**config.mk**
```make
export PLATFORM = sky130hd
export DESIGN_NAME = rtccs_core
export DESIGN_NICKNAME = d
export VERILOG_FILES = /design/src/rtccs_pkg.sv /design/src/rtccs_core.sv
export SDC_FILE = /design/constraint.sdc
export NUM_CORES = 1
export LEC_CHECK = 0
export BUFFER_PORTS_ARGS = -buffer_cell sky130_fd_sc_hd__buf_2
export CAP_MARGIN = 20
export CORE_ASPECT_RATIO = 1.25
export CORE_MARGIN = 8
export CORE_UTILIZATION = 60
export CTS_BUF_LIST = sky130_fd_sc_hd__clkbuf_8
export CTS_CLUSTER_SIZE = 16
export DETAILED_ROUTE_END_ITERATION = 10
export PLACE_DENSITY_LB_ADDON = 0.08
export SYNTH_ARGS = -nofsm -noshare
export SYNTH_HDL_FRONTEND = slang
export SYNTH_SLANG_ARGS = --single-unit
```
**constraint.sdc**
```tcl
create_clock -name i_ref_clk -period 7.37 [get_ports i_ref_clk]
set_clock_uncertainty 0.05 [all_clocks]
set_input_delay 1.474 -clock i_ref_clk [delete_from_list [all_inputs] [get_ports i_ref_clk]]
set_output_delay 1.474 -clock i_ref_clk [all_outputs]
set_load 0.005 [all_outputs]
```
**src/rtccs_pkg.sv**
```systemverilog
// Package of the RTC control, status and interrupt block.
// Assumes a 20 MHz reference clock and an 8-bit register port with
// four-bit addresses.
package rtccs_pkg;

	// ********************************
	// Register map
	// ********************************
	localparam logic [3:0] ADDR_ADJUST = 4'h7;
	localparam logic [3:0] ADDR_CTRL_A = 4'he;
	localparam logic [3:0] ADDR_CTRL_B = 4'hf;

	// Control A field positions
	localparam int CA_WEEKLY_ALARM_ENABLE   = 7;
	localparam int CA_DAILY_ALARM_ENABLE   = 6;
	localparam int CA_H24    = 5;
	localparam int CA_SPAREC = 4;
	localparam int CA_TEST   = 3;
	localparam int CA_CT_LSB = 0;

	// Status/control B field positions
	localparam int CB_SUPPLY_THRESHOLD_SELECT   = 7;
	localparam int CB_SUPPLY_LOW_FLAG   = 6;
	localparam int CB_SPAREA = 5;
	localparam int CB_HALT   = 4;
	localparam int CB_SPAREB = 3;
	localparam int CB_PERIODIC_IRQ_FLAG   = 2;
	localparam int CB_WEEKLY_ALARM_FLAG   = 1;
	localparam int CB_DAILY_ALARM_FLAG   = 0;

	// Reset values
	localparam logic [7:0] CTRL_A_RST = 8'h00;
	localparam logic [7:0] CTRL_B_RST = 8'h10;
	localparam logic [6:0] ADJ_RST    = 7'h00;

	// Periodic select encodings
	localparam logic [2:0] CT_OFF   = 3'h0;
	localparam logic [2:0] CT_LOW   = 3'h1;
	localparam logic [2:0] CT_2HZ   = 3'h2;
	localparam logic [2:0] CT_1HZ   = 3'h3;
	localparam logic [2:0] CT_SEC   = 3'h4;
	localparam logic [2:0] CT_MIN   = 3'h5;
	localparam logic [2:0] CT_HOUR  = 3'h6;
	localparam logic [2:0] CT_MONTH = 3'h7;

	// ********************************
	// Timing
	// ********************************
	localparam int CLK_PERIOD_NS   = 50;
	localparam int SEC_DELAY_NS    = 92000;
	localparam int SEC_DELAY_CYC   = (SEC_DELAY_NS + CLK_PERIOD_NS - 1) / CLK_PERIOD_NS;
	localparam int ALARM_DELAY_NS  = 61000;
	localparam int ALARM_DELAY_CYC = (ALARM_DELAY_NS + CLK_PERIOD_NS - 1) / CLK_PERIOD_NS;
	localparam int QUARTER_NS      = 250000000;
	localparam int QUARTER_CYC     = QUARTER_NS / CLK_PERIOD_NS;
	localparam int ADJ_MAX_NS      = 3784000;
	localparam int ADJ_STEPS       = 63;
	localparam int ADJ_UNIT_CYC    = ADJ_MAX_NS / ADJ_STEPS / CLK_PERIOD_NS;
	localparam int ADJ_PERIOD_SEC  = 20;

	// ********************************
	// Carriers
	// ********************************
	typedef struct packed {
		logic       wr;
		logic [3:0] addr;
		logic [7:0] data;
	} rtccs_wr_t;

	// Calendar state that the coming seconds increment produces
	typedef struct packed {
		logic sec_zero;
		logic min_zero;
		logic hour_zero;
		logic day_one;
	} rtccs_cal_t;

endpackage

```
**src/rtccs_core.sv**
```systemverilog
// Control, status and interrupt logic of a two-wire RTC.
// Assumes a protocol engine delivering register writes and read addresses
// on the reference clock, and calendar counters fed by o_sec_inc.
//
// Overview of operation
// - Three spare bits read and write freely, cleared when halt flag sets.
// - Periodic select: off, low, 2Hz, 1Hz, then second/minute/hour/month level.
// - Pulse mode toggles at 50% duty, aligned to seconds increment.
// - Level mode output falls exactly when seconds counter increments.
// - Minute, hour, month levels fire at :00, 00:00, and 00:00:00 day one.
// - Adjustment stretches or shrinks one low quarter every 20 s, at most 3.784 ms.
// - Seconds increment follows pulse falling edge by about 92 us.
// - Writing seconds clears sub-second divider; in pulse modes this drives periodic output low.
// - Threshold select: 0 picks 2.1 V, 1 picks 1.6 V, reset 0.
// - Supply-low flag sets below threshold, then monitoring stops, flag holds.
// - Writing 0 clears supply-low flag and restarts monitoring; 1 ignored.
// - Halt flag sets when oscillator stops and holds after it resumes.
// - While halt flag is 1, adjust and control registers clear, interrupts stop.
// - Writing 0 clears halt flag and re-arms detection; 1 ignored.
// - Periodic flag reads 1 while generator drives primary output low.
// - In level mode writing 0 to periodic flag releases output till next interval.
// - Alarm flag sets about 61 us after an enabled match.
// - Writing 0 to an alarm flag clears it and releases its output.
// - Alarm flag reads 0 while its enable bit is 0.
// - Alarm enable gates matching; reset value 0.
`timescale 1ns/1ps

module rtccs_core
	import rtccs_pkg::*;
#(
	parameter int QUARTER_LEN = QUARTER_CYC
) (
	// Clock and reset
	input  wire logic       i_ref_clk,
	input  wire logic       i_nrst,
	// Register port
	input  wire rtccs_wr_t  i_reg_wr,
	input  wire logic [3:0] i_reg_raddr,
	output logic      [7:0] o_reg_rdata,
	// Timekeeping
	input  wire logic       i_sec_write,
	input  wire rtccs_cal_t i_cal_next,
	input  wire logic       i_weekly_alarm_match,
	input  wire logic       i_daily_alarm_match,
	output logic            o_sec_inc,
	// Analog sense pins
	input  wire logic       i_osc_stopped,
	input  wire logic       i_supply_below_2v1,
	input  wire logic       i_supply_below_1v6,
	// Settings for the rest of the device
	output logic            o_hour24_mode,
	output logic            o_test_mode,
	output logic      [6:0] o_adjust,
	output logic            o_supply_threshold_select,
	// Open-drain interrupt pins
	output logic            o_irq_out_primary,
	output logic            o_irq_out_primary_oe,
	output logic            o_irq_out_secondary,
	output logic            o_irq_out_secondary_oe
);

	localparam logic [23:0] QLEN      = 24'(QUARTER_LEN);
	localparam logic [23:0] SEC_DLY   = 24'(SEC_DELAY_CYC);
	localparam logic [10:0] ALARM_DLY = 11'(ALARM_DELAY_CYC);
	localparam logic [10:0] ADJ_UNIT  = 11'(ADJ_UNIT_CYC);
	localparam logic [4:0]  ADJ_LAST  = 5'(ADJ_PERIOD_SEC - 1);

	// ********************************
	// Declarations
	// ********************************
	logic [2:0]  sync1_reg;
	logic [2:0]  sync2_reg;
	logic        halt_reg;
	logic [1:0]  alarm_en_reg;
	logic [1:0]  alarm_flag_reg;
	logic [1:0]  alarm_busy_reg;
	logic [10:0] alarm_dly_reg [2];
	logic        hour24_reg;
	logic        test_reg;
	logic [2:0]  ct_reg;
	logic [2:0]  spare_reg;
	logic        supply_threshold_select_reg;
	logic        supply_low_flag_reg;
	logic        lvl_reg;
	logic [6:0]  adj_reg;
	logic [23:0] qcnt_reg;
	logic [1:0]  q_reg;
	logic [4:0]  sec20_reg;
	logic        sec_inc_reg;
	logic        sec_inc_d_reg;
	logic        irq_a_reg;
	logic        irq_b_reg;
	logic [7:0]  rdata_reg;

	// ********************************
	// Decode
	// ********************************
	// Register write strobes and flag clears
	wire         wr_adj     = i_reg_wr.wr && (i_reg_wr.addr == ADDR_ADJUST);
	wire         wr_a       = i_reg_wr.wr && (i_reg_wr.addr == ADDR_CTRL_A);
	wire         wr_b       = i_reg_wr.wr && (i_reg_wr.addr == ADDR_CTRL_B);
	wire [7:0]   wd         = i_reg_wr.data;
	wire         halt_clr   = wr_b && !wd[CB_HALT];
	wire         supply_low_flag_clr   = wr_b && !wd[CB_SUPPLY_LOW_FLAG];
	wire         periodic_irq_flag_clr   = wr_b && !wd[CB_PERIODIC_IRQ_FLAG];
	wire [1:0]   alarm_clr  = {wr_b && !wd[CB_WEEKLY_ALARM_FLAG], wr_b && !wd[CB_DAILY_ALARM_FLAG]};
	wire [1:0]   alarm_hit  = {i_weekly_alarm_match, i_daily_alarm_match};
	wire [1:0]   alarm_en_w = {wd[CA_WEEKLY_ALARM_ENABLE], wd[CA_DAILY_ALARM_ENABLE]};

	// Synchronised sense levels
	wire         osc_stop   = sync2_reg[0];
	wire         below_sel  = supply_threshold_select_reg ? sync2_reg[2] : sync2_reg[1];

	// Quarter length with the 20 s adjustment window
	wire [16:0]  adj_delta  = 17'(adj_reg[5:0] * ADJ_UNIT);
	wire         stretch    = (q_reg == 2'h0) && (sec20_reg == 5'h0) && (adj_reg[5:0] != 6'h0);
	wire [23:0]  qlen_up    = QLEN + 24'(adj_delta);
	wire [23:0]  qlen_dn    = QLEN - 24'(adj_delta);
	wire [23:0]  qlen       = !stretch ? QLEN : (adj_reg[6] ? qlen_dn : qlen_up);
	wire         qwrap      = qcnt_reg == qlen - 24'h1;

	// Seconds increment sits a fixed delay after the start of quarter 0
	wire         sec_inc_w  = (q_reg == 2'h0) && (qcnt_reg == SEC_DLY - 24'h1);

	// Level-mode interval match
	wire         ival_hit   = (ct_reg == CT_SEC)
	                       || (ct_reg == CT_MIN && i_cal_next.sec_zero)
	                       || (ct_reg == CT_HOUR && i_cal_next.sec_zero && i_cal_next.min_zero)
	                       || (ct_reg == CT_MONTH && i_cal_next.sec_zero && i_cal_next.min_zero
	                           && i_cal_next.hour_zero && i_cal_next.day_one);
	wire         lvl_set    = sec_inc_w && ct_reg[2] && ival_hit;

	// Periodic output state; pulse modes are low in the first half of each period
	wire         pulse_low  = (ct_reg == CT_2HZ) ? !q_reg[0] : ((ct_reg == CT_1HZ) && !q_reg[1]);
	wire         per_low    = (ct_reg == CT_LOW) || pulse_low || (ct_reg[2] && lvl_reg);

	// Read views
	wire [7:0]   ctrl_a_rd  = {alarm_en_reg, hour24_reg, spare_reg[2], test_reg, ct_reg};
	wire [7:0]   ctrl_b_rd  = {supply_threshold_select_reg, supply_low_flag_reg, spare_reg[0], halt_reg, spare_reg[1], per_low,
	                           alarm_flag_reg & alarm_en_reg};
	wire [7:0]   rd_next    = (i_reg_raddr == ADDR_ADJUST) ? {1'b0, adj_reg}
	                        : (i_reg_raddr == ADDR_CTRL_A) ? ctrl_a_rd
	                        : (i_reg_raddr == ADDR_CTRL_B) ? ctrl_b_rd : 8'h00;

	// ********************************
	// Sense synchronisers and halt flag
	// ********************************
	// Two flops on each analog sense pin
	always_ff @(posedge i_ref_clk) begin
		if (!i_nrst) begin
			sync1_reg <= 3'h0;
			sync2_reg <= 3'h0;
		end else begin
			sync1_reg <= {i_supply_below_1v6, i_supply_below_2v1, i_osc_stopped};
			sync2_reg <= sync1_reg;
		end
	end

	// Halt flag: powers up set, sticky, cleared only by a 0 write
	always_ff @(posedge i_ref_clk) begin
		if (!i_nrst)
			halt_reg <= CTRL_B_RST[CB_HALT];
		else
			halt_reg <= osc_stop || (halt_reg && !halt_clr);
	end

	// ********************************
	// Control registers
	// ********************************
	// Everything but the halt flag is held at zero while the halt flag is set
	always_ff @(posedge i_ref_clk) begin
		if (!i_nrst || halt_reg) begin
			{alarm_en_reg, hour24_reg, spare_reg[2], test_reg, ct_reg} <= CTRL_A_RST;
			{supply_threshold_select_reg, spare_reg[0], spare_reg[1]} <= 3'h0;
			adj_reg <= ADJ_RST;
		end else begin
			if (wr_a) begin
				{alarm_en_reg, hour24_reg, spare_reg[2], test_reg, ct_reg} <= wd;
			end
			if (wr_b) begin
				supply_threshold_select_reg     <= wd[CB_SUPPLY_THRESHOLD_SELECT];
				spare_reg[0] <= wd[CB_SPAREA];
				spare_reg[1] <= wd[CB_SPAREB];
			end
			if (wr_adj)
				adj_reg <= wd[6:0];
		end
	end

	// Supply-low flag: once set it holds and monitoring pauses until cleared
	always_ff @(posedge i_ref_clk) begin
		if (!i_nrst || halt_reg)
			supply_low_flag_reg <= CTRL_B_RST[CB_SUPPLY_LOW_FLAG];
		else
			supply_low_flag_reg <= below_sel || (supply_low_flag_reg && !supply_low_flag_clr);
	end

	// ********************************
	// Periodic generator
	// ********************************
	// Quarter-second divider; a seconds write restarts it in quarter 0
	always_ff @(posedge i_ref_clk) begin
		if (!i_nrst || i_sec_write) begin
			qcnt_reg <= 24'h0;
			q_reg    <= 2'h0;
		end else if (qwrap) begin
			qcnt_reg <= 24'h0;
			q_reg    <= q_reg + 2'h1;
		end else begin
			qcnt_reg <= qcnt_reg + 24'h1;
		end
	end

	// Seconds within the adjustment period, and the delayed increment pulse
	always_ff @(posedge i_ref_clk) begin
		if (!i_nrst) begin
			sec20_reg     <= 5'h0;
			sec_inc_reg   <= 1'b0;
			sec_inc_d_reg <= 1'b0;
		end else begin
			if (sec_inc_w)
				sec20_reg <= (sec20_reg == ADJ_LAST) ? 5'h0 : sec20_reg + 5'h1;
			sec_inc_reg   <= sec_inc_w;
			sec_inc_d_reg <= sec_inc_reg;
		end
	end

	// Level-mode latch; a set in the same cycle as a clear wins
	always_ff @(posedge i_ref_clk) begin
		if (!i_nrst || halt_reg || !ct_reg[2])
			lvl_reg <= 1'b0;
		else
			lvl_reg <= lvl_set || (lvl_reg && !periodic_irq_flag_clr);
	end

	// ********************************
	// Alarm flags
	// ********************************
	genvar gi;
	generate
		for (gi = 0; gi < 2; gi++) begin : g_alarm
			wire fire = alarm_busy_reg[gi] && (alarm_dly_reg[gi] == ALARM_DLY - 11'h1);

			// Delay from match to flag, then a sticky flag that reads 0 while disabled
			always_ff @(posedge i_ref_clk) begin
				if (!i_nrst || !alarm_en_reg[gi]) begin
					alarm_busy_reg[gi] <= 1'b0;
					alarm_dly_reg[gi]  <= 11'h0;
					alarm_flag_reg[gi] <= 1'b0;
				end else begin
					if (alarm_hit[gi]) begin
						alarm_busy_reg[gi] <= 1'b1;
						alarm_dly_reg[gi]  <= 11'h0;
					end else if (fire) begin
						alarm_busy_reg[gi] <= 1'b0;
					end else if (alarm_busy_reg[gi]) begin
						alarm_dly_reg[gi] <= alarm_dly_reg[gi] + 11'h1;
					end
					alarm_flag_reg[gi] <= fire || (alarm_flag_reg[gi] && !alarm_clr[gi]);
				end
			end
		end
	endgenerate

	// ********************************
	// Outputs
	// ********************************
	// Pin drivers and read data; in level mode the primary pin falls with the delayed increment pulse
	always_ff @(posedge i_ref_clk) begin
		if (!i_nrst) begin
			irq_a_reg <= 1'b0;
			irq_b_reg <= 1'b0;
			rdata_reg <= 8'h00;
		end else begin
			irq_a_reg <= !halt_reg && (per_low || alarm_flag_reg[1]);
			irq_b_reg <= !halt_reg && alarm_flag_reg[0];
			rdata_reg <= rd_next;
		end
	end

	assign o_reg_rdata               = rdata_reg;
	assign o_sec_inc                 = sec_inc_d_reg;
	assign o_hour24_mode             = hour24_reg;
	assign o_test_mode               = test_reg;
	assign o_adjust                  = adj_reg;
	assign o_supply_threshold_select = supply_threshold_select_reg;
	assign o_irq_out_primary         = 1'b0;
	assign o_irq_out_primary_oe      = irq_a_reg;
	assign o_irq_out_secondary       = 1'b0;
	assign o_irq_out_secondary_oe    = irq_b_reg;
endmodule

```
==> results of run 1 <==
[where the power goes]
| group | switching, W | internal, W | leakage (nW) |
|---|---|---|---|
| clock network | 0.000198 | 0.000130 | 0.0925 |
| registers | 0.00000111 | 0.000537 | 0.869 |
| logic | 0.0000140 | 0.0000108 | 2.00 |
[critical path: cells and delay by family (launching register included)]
family	cells	cell delay, ps
adder cells (fa/ha/maj)	5	1640
AND/OR/NAND/NOR	4	1180
AO/OA/AOI/OAI	4	1130
buffers and inverters	6	860
XOR/XNOR	2	860
flip-flops	1	590
multiplexers	1	230
[Yosys cell counts (4+ instances only)]
cell	number	area, sq um
a211oi_1	10	75.1
a211o_1	10	87.6
fa_1	6	120
a311oi_1	6	52.6
ha_1	40	500
nand2_1	57	214
nand3_1	37	185
o2111ai_1	4	35.0
a31o_2	5	43.8
nor4_1	12	75.1
clkbuf_1	28	105
nor3b_1	6	45.0
a21o_1	6	45.0
mux2i_1	31	310
xnor2_1	36	315
inv_1	41	154
xor2_1	35	307
and3_1	18	113
nor3_1	36	180
nor2b_1	13	81.3
and2_1	14	87.6
nand2b_1	13	81.3
a21boi_0	4	30.0
o21a_1	5	37.5
o21ai_0	32	160
buf_2	6	30.0
nor2_1	84	315
or3_1	7	43.8
nand4_1	22	138
o211ai_1	5	37.5
edfxtp_1	22	661
dfxtp_1	74	1480
a21oi_1	34	170
[metrics by stage]
step                cells  utilization  cell area, sq um  power (W)  worst slack, ps
finish               1004        0.652              7540   0.000891              742
global route         1004        0.652              7540   0.000924              295
CTS                  1004        0.652              7540   0.000900              723
detailed placement    988        0.636              7350   0.000575              728
global placement      988        0.636              7350   0.000574             1010
floorplan             834            -              7060   0.000564             1290
[cell type report]
cell class / instances / area (sq um) / area share
sequential: 96 / 2140 / 0.284
tap: 138 / 173 / 0.0229
multi-input combinational: 657 / 4590 / 0.608
clock buffer: 9 / 124 / 0.0164
inverter: 41 / 154 / 0.0204
timing repair buffer: 56 / 298 / 0.0395
clock inverter: 7 / 65.1 / 0.00863
[metal layers]
metal / global-route usage / vias to the layer above
li1: - / 3056
met1: 0.245 / 2830
met2: 0.388 / 121
met3: 0.0395 / 34
met4: 0.0935 / 0
met5: 0 / -
[cells by family after synthesis]
family | count (synthesis)
flip-flops | 96
AO/OA/AOI/OAI | 153
multiplexers | 33
buffers and inverters | 81
other | 1
AND/OR/NAND/NOR | 348
adder cells (fa/ha/maj) | 46
XOR/XNOR | 75
[final timing paths]
| kind | start | cells after the start | slack (ps) | endpoint |
|---|---|---|---|---|
| setup reg to reg | o_adjust[0] | 22 | 740 | q_reg[0] |
| setup / recovery | o_adjust[0] | 22 | 740 | q_reg[0] |
| hold / removal | sync2_reg[0] | 1 | 370 | halt_reg |
| hold reg to reg | sync2_reg[0] | 1 | 370 | halt_reg |
==> flow_metrics.tcl, run 1 <==
set metrics [dict create \
    cp_slowest_cell "dfxtp_1" \
    numCtsBuffers 9 \
    antenna_left 0 \
    synth_edf_count 22 \
    grt_pass1_wl_um 27700 \
    yosys_warnings 0 \
    async_flop_share 0 \
    core_sq_um 11600 \
    synth_cell_types 80 \
    fin_setup_tns_ps 0 \
    highest_layer "met4" \
    cp.required_ps 7630 \
    cts_tree "yes" \
    crit_path_start_kind "flop" \
    maxCapViolations 0 \
    synth_fa_ha_area_frac 0.0880 \
    power.density_cell_area_nw_per_um2 118 \
    grtUsageTotal 0.215 \
    grt_max_degree 30 \
    numClockSinks 96 \
    root_buffer "clkbuf_8" \
    wire_per_inst_um 16.2 \
    placementRows 44 \
    maxSlewHeadroom 0.310 \
    diodes 0 \
    hp-class "reg -> reg" \
    drc_errors 0 \
    syn_avg_cell_area_sq_um 8.47 \
    syn2layout_area_growth_pct 6.94 \
    ys_seq_area_frac 0.304 \
    met1_length_um 7190 \
    synthXorXnorAreaFrac 0.100 \
    clkLatencyLatePin_ps 370 \
    ir_worst_vdd_mv 0.142 \
    antenna_found_initial 0 \
    die_area_sq_um 15500 \
    worstMarginPinSlew_ps 1020 \
    drtPass1Iterations 5 \
    setup_viol 0 \
    drt_iter0_markers 315 \
    largest_reg_flops 24 \
    status "complete, no violations" \
    hold_violations 0 \
    fillers 998 \
    io_pins 52 \
    wl_met3_um 576 \
    cts_hold_buf 0 \
    cp.arrival_ps 6890 \
    report.final.slew_viol_count 0 \
    timing.fmax_mhz 151 \
    die_h_um 137 \
    cts_setup_buffers 0 \
    io_buffers 49 \
    synth-seq-cells 96 \
    synth_cells 833 \
    met2_length_um 8020 \
    drive_above_1_share 0.110 \
    cp_common_cell "inv_1" \
    start_util 0.610 \
    htree_levels 3 \
    cp-end-kind "flop" \
    fin_hold_ws_ps 372 \
    final_common_cell "nor2_1" \
    min_period_ps 6630 \
    synth-simple-area-share 0.258 \
    synthMuxAreaShare 0.0472 \
    path_max_fanout 26 \
    gp_congestion 0.870 \
    synth_top_family_by_area "simple AND/OR/NAND/NOR gates" \
    max_stage_delay_ps 590 \
    worstSetupPathType "reg -> reg" \
    clk_pin_slew_ps 110 \
    dpl.hpwl_um 12500 \
    synth_compound_area_frac 0.155 \
    syn_area_sq_um 7050 \
    vias 6041 \
    layout_common_cells "nor2_1, dfxtp_1, nand2_1" \
    cts_resized 0 \
    ys.flop_type "dfxtp_1" \
    routed_wl_um 16300 \
    die_w_um 113 \
    timing.final.crit_share 0.899 \
    fin_nets 936 \
    viasPerCell 6.02 \
    cts_buffer_depth 2 \
    p_leak_nw 2.97 \
    grt_pass1_vias 6030 \
    grt_setup_unrepaired "no" \
    grt-ovfl-total 0 \
    cp_cell_sequence "inv_1 -> ha_1 -> ha_1 -> inv_1 -> fa_1 -> inv_1 -> ha_1 -> inv_1 -> fa_1 -> nand2b_1 -> a21oi_1 -> xor2_1 -> o21ai_0 -> o221ai_1 -> nor3_1 -> buf_4 -> nor4bb_1 -> xnor3_1 -> or4b_4 -> a2111oi_4 -> buf_4 -> mux2i_1" \
]
No activity file was read; power rests on OpenSTA's default activity.
==> run 2: changes to the inputs <==
- CORE_UTILIZATION: 60 -> 56
- CTS_BUF_LIST: sky130_fd_sc_hd__clkbuf_8 -> not set
- clock period: 7.37 -> 5.8 ns (I/O delays scaled with it)
==> run 2 against run 1 <==
  * Hold slack about the same
  * Largest power group unchanged
  * Sequential power up 27%
  * Utilization fell by 0.29 points
  * Largest cell class unchanged
  * Power up 45%
  * Via count increased by 4.9%
  * Highest routed layer unchanged
  * Sequential cell count unchanged
  * First-iteration DRC count is 9.5% lower
  * Combinational power increased by 30%
  * Design area up 7.5%
  * Critical path depth rose by 1
==> flow_metrics.tcl, run 2 (synthesis gave the netlist of run 1 again) <==
set metrics [dict create \
    combPwrFrac 0.025 \
    gp_congestion 0.834 \
    drc_errors 0 \
    hold_violations 0 \
    clkLatencyLatePin_ps 350 \
    fin_nets 960 \
    timing.final.crit_share 0.965 \
    io_buffers 49 \
    worstSetupPathType "reg -> reg" \
    core_sq_um 12500 \
    seqPwrFrac 0.528 \
    htree_levels 3 \
    cp-end-kind "flop" \
    clk_pin_slew_ps 70 \
    dpl.hpwl_um 12700 \
    die_area_sq_um 16500 \
    routed_wl_um 17000 \
    cts_tree "yes" \
    post-place-cells 1029 \
    critPathBufInv 7 \
    drive_above_1_share 0.175 \
    io_pins 52 \
    worstMarginPinSlew_ps 984 \
    layout_common_cells "nor2_1, dfxtp_1, nand2_1" \
    p_leak_nw 3.15 \
    cts_buffer_depth 2 \
    power.density_cell_area_nw_per_um2 159 \
    crit_path_start_kind "flop" \
    p_sw_w 0.000298 \
    setup_viol 0 \
    maxCapViolations 0 \
    cp_slowest_cell "fa_2" \
    max_stage_delay_ps 550 \
    cts_hold_buf 0 \
    numClockSinks 96 \
    stdcell_count 1058 \
    final_common_cell "nor2_1" \
    drtPass1Iterations 5 \
    grt_pass1_wl_um 28800 \
    report.final.slew_viol_count 0 \
    grt_max_degree 26 \
    status "complete, no violations" \
    grt_setup_unrepaired "no" \
    root_buffer "clkbuf_16" \
    ir_worst_vdd_mv 0.187 \
    hp-class "reg -> reg" \
    clkPwrFrac 0.447 \
    timing.fmax_mhz 179 \
    dp_slack_ps -65.0 \
    die_h_um 141 \
    die_w_um 116 \
    vias 6336 \
    cp.arrival_ps 5750 \
    antenna_found_initial 0 \
    cp_cell_sequence "inv_4 -> ha_4 -> ha_2 -> inv_2 -> fa_1 -> inv_1 -> ha_2 -> inv_1 -> fa_2 -> inv_2 -> ha_4 -> a221oi_2 -> and3_1 -> o211ai_1 -> or4_4 -> a21o_1 -> or3_1 -> a21oi_2 -> or4b_4 -> a2111oi_4 -> buf_4 -> bufbuf_16 -> nor3_1" \
    viasPerCell 5.99 \
    path_delay_family "adder cells" \
    grt_pass1_vias 6253 \
    grt-ovfl-total 0 \
    p_sw_frac 0.230 \
    largest_reg_flops 24 \
    wire_per_inst_um 16.0 \
    path_max_fanout 7 \
    grtUsageTotal 0.213 \
    timing.final.ws_setup_ps 204 \
    numCtsBuffers 9 \
    antenna_left 0 \
    cp.required_ps 5950 \
    diodes 0 \
    intPower_w 0.000995 \
    start_util 0.565 \
    drt_iter0_markers 285 \
    syn2layout_area_growth_pct 15.0 \
    placementRows 46 \
    maxSlewHeadroom 0.336 \
    min_period_ps 5600 \
]
-- run 2: area by class of cell --
cell class / instances / area, sq um
Clock inverter: 7 / 65.1
Inverter: 41 / 156
Fill cell: 1074 / 4380
Sequential cell: 96 / 2150
Timing Repair Buffer: 80 / 523
Multi-Input combinational cell: 657 / 4780
Clock buffer: 9 / 225
Tap cell: 168 / 210
-- run 2: routing by layer --
layer,vias up,part of all wire,track usage
met5,-,0,0
met4,0,0.036,0.116
met3,42,0.035,0.0366
met2,142,0.50,0.365
li1,3103,-,-
met1,3049,0.43,0.244
-- run 2: power groups by stage --
stage               clock network [W]  logic [W]  registers (W)
finish                       0.000578  0.0000323       0.000683
global placement                    0  0.0000309       0.000698
global route                 0.000614  0.0000356       0.000683
detailed placement                  0  0.0000321       0.000698
CTS                          0.000584  0.0000321       0.000683
floorplan                           0  0.0000171       0.000698
-- run 2: worst paths after layout --
kind | start | end | cells past startpoint | slack [ps]
max | o_adjust[1] | qcnt_reg[4] | 23 | 200
min | sync2_reg[0] | halt_reg | 1 | 370
max reg2reg | o_adjust[1] | qcnt_reg[4] | 23 | 200
min reg2reg | sync2_reg[0] | halt_reg | 1 | 370
-- run 2: per-stage QoR --
stage	util	instance area (sq um)	power (W)	hold WS, ps	setup TNS [ps]
2_1_floorplan	-	7070	0.000715	341	0
3_3_place_gp	0.600	7500	0.000729	343	0
3_5_place_dp	0.600	7500	0.000730	349	-690
4_1_cts	0.633	7910	0.00130	368	0
5_1_grt	0.649	8110	0.00133	376	0
6_report	0.649	8110	0.00129	372	0
-- run 2: timing repair --
| item | CTS | global route |
|---|---|---|
| gates cloned | 2 | 0 |
| resized for setup | 6 | 38 |
| pin swaps | 4 | 15 |
| endpoints found under the setup margin | 26 | 26 |
| setup buffers | 6 | 5 |
